**config.mk**
```make
export PLATFORM = sky130hd
export DESIGN_NAME = cpmc_top
export DESIGN_NICKNAME = d
export VERILOG_FILES = /design/src/cpmc_pkg.sv /design/src/cpmc_top.sv /design/src/cpmc_settle.sv /design/src/cpmc_irq.sv
export VERILOG_INCLUDE_DIRS = /design/src
export SDC_FILE = /design/constraint.sdc
export NUM_CORES = 1
export LEC_CHECK = 0
export BUFFER_PORTS_ARGS = -buffer_cell sky130_fd_sc_hd__buf_2
export CAP_MARGIN = 5
export CORE_MARGIN = 2
export CORE_UTILIZATION = 31
export DETAILED_ROUTE_END_ITERATION = 12
export GPL_TIMING_DRIVEN = 0
export PLACE_DENSITY_LB_ADDON = 0.08
export SLEW_MARGIN = 20
export SYNTH_ARGS = -nofsm -noshare
export SYNTH_HDL_FRONTEND = slang
export SYNTH_SLANG_ARGS = --single-unit
```
**constraint.sdc**
```tcl
create_clock -name clk -period 7.1 [get_ports clk]
set_clock_uncertainty 0.05 [all_clocks]
set_input_delay 1.42 -clock clk [delete_from_list [all_inputs] [get_ports clk]]
set_output_delay 1.42 -clock clk [all_outputs]
set_load 0.01 [all_outputs]
```
**src/cpmc_defs.svh**
```systemverilog
`ifndef CPMC_DEFS_SVH
`define CPMC_DEFS_SVH

// ----------------------------------------------------------------------------
// Register byte addresses
// ----------------------------------------------------------------------------
`define CPMC_CTRL_INDEX 8'h9A
`define CPMC_CTRL_ADDR 10'h268
`define CPMC_IRQ_STAT_ADDR 10'h000
`define CPMC_IRQ_MASK_ADDR 10'h004
`define CPMC_SETTLE_ADDR 10'h008

// ----------------------------------------------------------------------------
// Field positions
// ----------------------------------------------------------------------------
`define CPMC_MODE_HI 7
`define CPMC_MODE_LO 6
`define CPMC_THR_BIT 1
`define CPMC_RDY_BIT 0
`define CPMC_EV_ON_BIT 0
`define CPMC_EV_OFF_BIT 1
`define CPMC_EV_RDY_BIT 2
`define CPMC_EV_THR_BIT 3

// ----------------------------------------------------------------------------
// Reset values and timing
// ----------------------------------------------------------------------------
`define CPMC_MODE_RST 2'h0
`define CPMC_MASK_RST 4'h0
`define CPMC_SETTLE_RST 16'h0064
`define CPMC_UNMAPPED_DATA 32'h00000000

`endif

```
**src/cpmc_pkg.sv**
```systemverilog
package cpmc_pkg;
  // Pump mode selection
  typedef enum logic [1:0] {
    CPMC_MODE_OFF = 2'h0,
    CPMC_MODE_GATED = 2'h1,
    CPMC_MODE_AUTO = 2'h2,
    CPMC_MODE_ON = 2'h3
  } cpmc_mode_t;

  // Analog side inputs
  typedef struct packed {
    logic supply_above_threshold;
    logic converter_enable_bit;
    logic analog_settled;
  } cpmc_analog_in_t;

  // Event group
  typedef struct packed {
    logic thr_change;
    logic rdy_rise;
    logic pump_off;
    logic pump_on;
  } cpmc_events_t;
endpackage

```
**src/cpmc_top.sv**
```systemverilog
`timescale 1ns/1ps
`default_nettype none
`include "cpmc_defs.svh"

module cpmc_top
  import cpmc_pkg::*;
(
  // Clock and reset
  input wire logic clk,
  input wire logic rst_n,
  // Avalon-MM slave
  input wire logic [9:0] address,
  input wire logic read,
  input wire logic write,
  input wire logic [31:0] writedata,
  input wire logic [3:0] byteenable,
  output logic [31:0] readdata,
  output logic waitrequest,
  // Analog side
  input wire cpmc_analog_in_t analog_in,
  output logic pump_enable,
  // Interrupt
  output logic irq
);

  // --------------------------------------------------------------------------
  // Declarations
  // --------------------------------------------------------------------------
  cpmc_mode_t mode_reg;
  logic [15:0] settle_reg;
  logic thr_reg;
  logic pump_next;
  logic pump_settled;
  logic rdy_d_reg;
  logic ack_reg;
  logic req;
  logic wr_acc;
  logic [3:0] irq_status;
  logic [3:0] irq_mask;
  cpmc_events_t events;

  // --------------------------------------------------------------------------
  // Bus handshake: one wait cycle, then acknowledge
  // --------------------------------------------------------------------------
  assign req = (read || write) && !ack_reg;
  assign wr_acc = write && ack_reg;

  // Acknowledge flag toggles waitrequest low for one cycle
  always_ff @(posedge clk or negedge rst_n) begin
    if (!rst_n) begin
      ack_reg <= 1'b0;
    end else begin
      ack_reg <= req;
    end
  end

  // Waitrequest high by default, low in acknowledge cycle, kept in a flop
  always_ff @(posedge clk or negedge rst_n) begin
    if (!rst_n) begin
      waitrequest <= 1'b1;
    end else begin
      waitrequest <= !req;
    end
  end

  // --------------------------------------------------------------------------
  // Control register writes
  // --------------------------------------------------------------------------
  // Mode field, low byte lane carries it
  always_ff @(posedge clk or negedge rst_n) begin
    if (!rst_n) begin
      mode_reg <= CPMC_MODE_OFF;
    end else if (wr_acc && address == `CPMC_CTRL_ADDR && byteenable[0]) begin
      mode_reg <= cpmc_mode_t'(writedata[`CPMC_MODE_HI:`CPMC_MODE_LO]);
    end
  end

  // Settle cycle count
  always_ff @(posedge clk or negedge rst_n) begin
    if (!rst_n) begin
      settle_reg <= `CPMC_SETTLE_RST;
    end else if (wr_acc && address == `CPMC_SETTLE_ADDR) begin
      if (byteenable[0]) begin
        settle_reg[7:0] <= writedata[7:0];
      end
      if (byteenable[1]) begin
        settle_reg[15:8] <= writedata[15:8];
      end
    end
  end

  // --------------------------------------------------------------------------
  // Pump decision
  // --------------------------------------------------------------------------
  // Mode decode against comparator and peripheral enable
  always_comb begin
    case (mode_reg)
      CPMC_MODE_ON: pump_next = 1'b1;
      CPMC_MODE_AUTO: pump_next = !analog_in.supply_above_threshold;
      CPMC_MODE_GATED: begin
        pump_next = analog_in.converter_enable_bit
                    && !analog_in.supply_above_threshold;
      end
      CPMC_MODE_OFF: pump_next = 1'b0;
      default: pump_next = 1'b0;
    endcase
  end

  // Registered pump enable
  always_ff @(posedge clk or negedge rst_n) begin
    if (!rst_n) begin
      pump_enable <= 1'b0;
    end else begin
      pump_enable <= pump_next;
    end
  end

  // Threshold status follows the comparator in every mode
  always_ff @(posedge clk or negedge rst_n) begin
    if (!rst_n) begin
      thr_reg <= 1'b0;
    end else begin
      thr_reg <= analog_in.supply_above_threshold;
    end
  end

  // --------------------------------------------------------------------------
  // Settle tracking
  // --------------------------------------------------------------------------
  cpmc_settle u_settle (
    .clk(clk),
    .rst_n(rst_n),
    .pump_on(pump_enable),
    .analog_settled(analog_in.analog_settled),
    .settle_cycles(settle_reg),
    .pump_settled(pump_settled)
  );

  // Delayed ready for edge detection
  always_ff @(posedge clk or negedge rst_n) begin
    if (!rst_n) begin
      rdy_d_reg <= 1'b0;
    end else begin
      rdy_d_reg <= pump_settled;
    end
  end

  // --------------------------------------------------------------------------
  // Interrupts
  // --------------------------------------------------------------------------
  // Event pulses from pump, ready and threshold transitions
  always_comb begin
    events.pump_on = pump_next && !pump_enable;
    events.pump_off = !pump_next && pump_enable;
    events.rdy_rise = pump_settled && !rdy_d_reg;
    events.thr_change = analog_in.supply_above_threshold != thr_reg;
  end

  cpmc_irq u_irq (
    .clk(clk),
    .rst_n(rst_n),
    .events(events),
    .stat_wr(wr_acc && address == `CPMC_IRQ_STAT_ADDR && byteenable[0]),
    .mask_wr(wr_acc && address == `CPMC_IRQ_MASK_ADDR && byteenable[0]),
    .wdata(writedata[3:0]),
    .status(irq_status),
    .mask(irq_mask),
    .irq(irq)
  );

  // --------------------------------------------------------------------------
  // Read data
  // --------------------------------------------------------------------------
  // Read mux registered at the request cycle
  always_ff @(posedge clk or negedge rst_n) begin
    if (!rst_n) begin
      readdata <= 32'h00000000;
    end else if (req && read) begin
      case (address)
        `CPMC_CTRL_ADDR: begin
          readdata <= {24'h000000, mode_reg, 4'h0, thr_reg, pump_settled};
        end
        `CPMC_IRQ_STAT_ADDR: readdata <= {28'h0000000, irq_status};
        `CPMC_IRQ_MASK_ADDR: readdata <= {28'h0000000, irq_mask};
        `CPMC_SETTLE_ADDR: readdata <= {16'h0000, settle_reg};
        default: readdata <= `CPMC_UNMAPPED_DATA;
      endcase
    end
  end

endmodule // cpmc_top

`default_nettype wire

```
**src/cpmc_settle.sv**
```systemverilog
`timescale 1ns/1ps
`default_nettype none
`include "cpmc_defs.svh"

module cpmc_settle
  import cpmc_pkg::*;
(
  // Clock and reset
  input wire logic clk,
  input wire logic rst_n,
  // Pump state
  input wire logic pump_on,
  input wire logic analog_settled,
  input wire logic [15:0] settle_cycles,
  // Ready
  output logic pump_settled
);

  logic [15:0] count_reg;

  // Count cycles since pump turned on, restart when off
  always_ff @(posedge clk or negedge rst_n) begin
    if (!rst_n) begin
      count_reg <= 16'h0000;
    end else if (!pump_on) begin
      count_reg <= 16'h0000;
    end else if (count_reg < settle_cycles) begin // Saturate, safe if count shrinks
      count_reg <= count_reg + 16'h0001;
    end
  end

  // Ready needs elapsed count and analog flag while pump is on
  always_ff @(posedge clk or negedge rst_n) begin
    if (!rst_n) begin
      pump_settled <= 1'b0;
    end else begin
      pump_settled <= pump_on && (count_reg >= settle_cycles) && analog_settled;
    end
  end

endmodule // cpmc_settle

`default_nettype wire

```
**src/cpmc_irq.sv**
```systemverilog
`timescale 1ns/1ps
`default_nettype none
`include "cpmc_defs.svh"

module cpmc_irq
  import cpmc_pkg::*;
(
  // Clock and reset
  input wire logic clk,
  input wire logic rst_n,
  // Events and software access
  input wire cpmc_events_t events,
  input wire logic stat_wr,
  input wire logic mask_wr,
  input wire logic [3:0] wdata,
  // State
  output logic [3:0] status,
  output logic [3:0] mask,
  output logic irq
);

  // Sticky status, write one clears, set wins
  always_ff @(posedge clk or negedge rst_n) begin
    if (!rst_n) begin
      status <= 4'h0;
    end else begin
      status <= (status & ~(stat_wr ? wdata : 4'h0)) | events;
    end
  end

  // Mask register
  always_ff @(posedge clk or negedge rst_n) begin
    if (!rst_n) begin
      mask <= `CPMC_MASK_RST;
    end else if (mask_wr) begin
      mask <= wdata;
    end
  end

  // Level interrupt output
  always_ff @(posedge clk or negedge rst_n) begin
    if (!rst_n) begin
      irq <= 1'b0;
    end else begin
      irq <= |(((status & ~(stat_wr ? wdata : 4'h0)) | events) & (mask_wr ? wdata : mask));
    end
  end

endmodule // cpmc_irq

`default_nettype wire

```
==> flow_summary.toml <==
[route]
dr.pass1.iters = 4
drc = 0
via_count = 2682
viasPerCell = 4.71
drt_iter0_drc = 162
drt-total-wl_mm = 7.91
drtAntennaViolNets = 0
wl_per_cell_um = 13.9

[global_route]
grt_max_degree = 44
antenna_found_initial = 0
grt_pass1_wl_mm = 13.0
overflow = 0
grt_use_total = 0.144
grt_pass1_vias = 2592

[clock_network]
insertion_delay_ns = 0.36
cts.sinks = 65
cts_root_buffer = "clkbuf_8"
cts_setup_buffers = 0
cts_tree = "done"
clk_pin_slew_ns = 0.09
cts_buffer_depth = 2
cts_buffers = 9
postCtsResizedCells = 0
cts-htree-levels = 3
cts_hold_repair.buffers = 0

[job]
maxCapViolations = 0

[power_and_ir_drop]
p_leak_nw = 2.02
p_per_area_nw_per_um2 = 186
vdd_drop_max_v = 0.0000678

[final_layout]
synthToLayoutAreaGrowth_pct = 21.1
drive_gt1_frac = 0.277
antennaDiodeCount = 0
nets = 495

[timing]
period_share = 0.461
slew_viol_final = 0
holdWs_ns = 0.378
tns_ns = 0
period_minus_slack_ns = 3.28
hold_viol = 0
fmax_mhz = 305
rsz0062_at_grt = "false"
worstMarginPinSlew_ns = 0.838
maxSlewHeadroom = 0.436
setup_viol = 0

[worst_setup_path]
reg2regPathDepth = 10
critPathKind = "primary input to flop"
crit_start = "address[2]"
rr_endpoint = "u_settle.count_reg[3]"
rr_startpoint = "settle_reg[15]"
arrival_ns = 3.46
worstSetupEndpointType = "flop"
r2r_slack_ns = 4.08
cp_max_fo = 8
cp-start-kind = "primary input"
crit_required_ns = 7.28
crit_path_end = "settle_reg[9]"

[floorplan]
die-height_um = 109
start_util = 0.317
die_w_um = 109
num_rows = 38
core-area_um2 = 10800
pin_count = 88
die_area_um2 = 11900

[yosys]
ys_ff_latch = 65
synthMuxAreaShare = 0.0870
yosys_warnings = 0
synth_cells = 346
synth_cell_types = 49
yosys.area.top_type_share = 0.444
async_reset_ff_frac = 1.00
synth_top_flop_cell = "dfrtp_1"
synth_xor_area_frac = 0.00509
ys_top_cells_by_area = "dfrtp_1 44%, mux2_2 6.2%, ha_1 6.2%, nand2_1 4.5%, buf_4 3.5%"
synth_area_um2 = 3440
synth_top_family_by_area = "simple AND/OR/NAND/NOR gates"
synth_common_cells = "61 x dfrtp_1, 41 x nand2_1, 26 x inv_1, 20 x nand3_1, 19 x mux2_2"
ys_seq_area_frac = 0.475
synth-edff-count = 0
avgSynthCellArea_um2 = 9.94
synth_area_leader_cell = "dfrtp_1"
synth_fa_ha_area_frac = 0.0619
synthMostInstantiatedCell = "dfrtp_1"
synthSimpleGateAreaFrac = 0.192
synth_compound_area_frac = 0.0993

[min_path]
whs_path_depth = 0
min_path_type = "flop to flop"

[placement]
hpwl_mm = 6.11
port_buffers = 52
gp_congestion = 0.764

[outcome]
status = "completed"
## power by group
group / internal [mW] / switching [mW] / total, mW
combinational: 0.0267 / 0.0388 / 0.0654
sequential: 0.376 / 0.00411 / 0.380
clock: 0.172 / 0.157 / 0.330
total: 0.575 / 0.200 / 0.775
## critical path, stage by stage
cell and delay [ns]:
clkbuf_1 0.20, or4b_2 0.78, nor2_2 0.35, nand4_2 0.34, mux2_2 0.36
## logic make-up (layout without fill, tap and decap cells)
logic type	after synthesis	count (layout)
buffers and inverters	54	123
other	1	16
DFF	65	65
adders and majority gates	17	17
xor gates and xnor gates	2	2
AOI/OAI and AO/OA	55	55
muxes	27	27
and+or+nand+nor	125	125
## placed cells by master, fill, tap and decap left out, types with 2 or more instances in the layout
cell         n
dfrtp_1     61
buf_2       52
nand2_1     41
inv_1       26
nand3_1     20
mux2_2      19
a21oi_1     18
ha_1        17
buf_4       17
o21ai_0     16
nor2_1      16
conb_1      16
or3_1       11
clkbuf_1    10
clkbuf_8    10
mux2i_1      7
nor4_1       6
nand4_1      5
o31ai_1      5
or4_1        5
a221oi_1     4
dfstp_2      4
nand2b_1     3
a22o_1       2
xnor2_1      2
a21boi_0     2
nand4_2      2
nor3_1       2
nor2b_1      2
and3_1       2
clkinvlp_4   2
clkinv_4     2
## how the worst min path moves through the flow
| stage | to | from | slack, ns |
|---|---|---|---|
| 3_3_place_gp | rdy_d_reg | u_settle.pump_settled | 0.38 |
| 3_5_place_dp | rdy_d_reg | u_settle.pump_settled | 0.37 |
| 2_1_floorplan | rdy_d_reg | u_settle.pump_settled | 0.32 |
| 6_report | rdy_d_reg | u_settle.pump_settled | 0.38 |
| 4_1_cts | rdy_d_reg | u_settle.pump_settled | 0.38 |
| 5_1_grt | rdy_d_reg | u_settle.pump_settled | 0.40 |
## per-layer routing
metal  share of wire  vias up  routed length [um]  GRT usage
met5               0        -                   0          0
met4           0.015        0                 115     0.0524
met3           0.053        9                 418     0.0403
met2            0.44       56                3470      0.220
met1            0.49     1262                3900      0.194
li1                -     1355                   -          -
## per-stage QoR
step	cell area, um2	util	total power [mW]	setup slack (ns)	instances
floorplan	3490	-	0.421	3.70	361
global placement	3930	0.363	0.452	3.44	553
detailed placement	3960	0.365	0.454	3.42	554
CTS	4170	0.384	0.785	3.79	570
global route	4170	0.384	0.815	3.75	570
finish	4170	0.384	0.775	3.82	570
## cell type report
class / count / area, um2
Tap cell: 140 / 175
Timing Repair Buffer: 53 / 290
Fill cell: 1147 / 6680
Multi-Input combinational cell: 242 / 1590
Clock inverter: 6 / 67.6
Clock buffer: 10 / 138
Inverter: 26 / 97.6
Buffer: 28 / 174
Sequential cell: 65 / 1630
No activity file was read; power rests on OpenSTA's default activity.
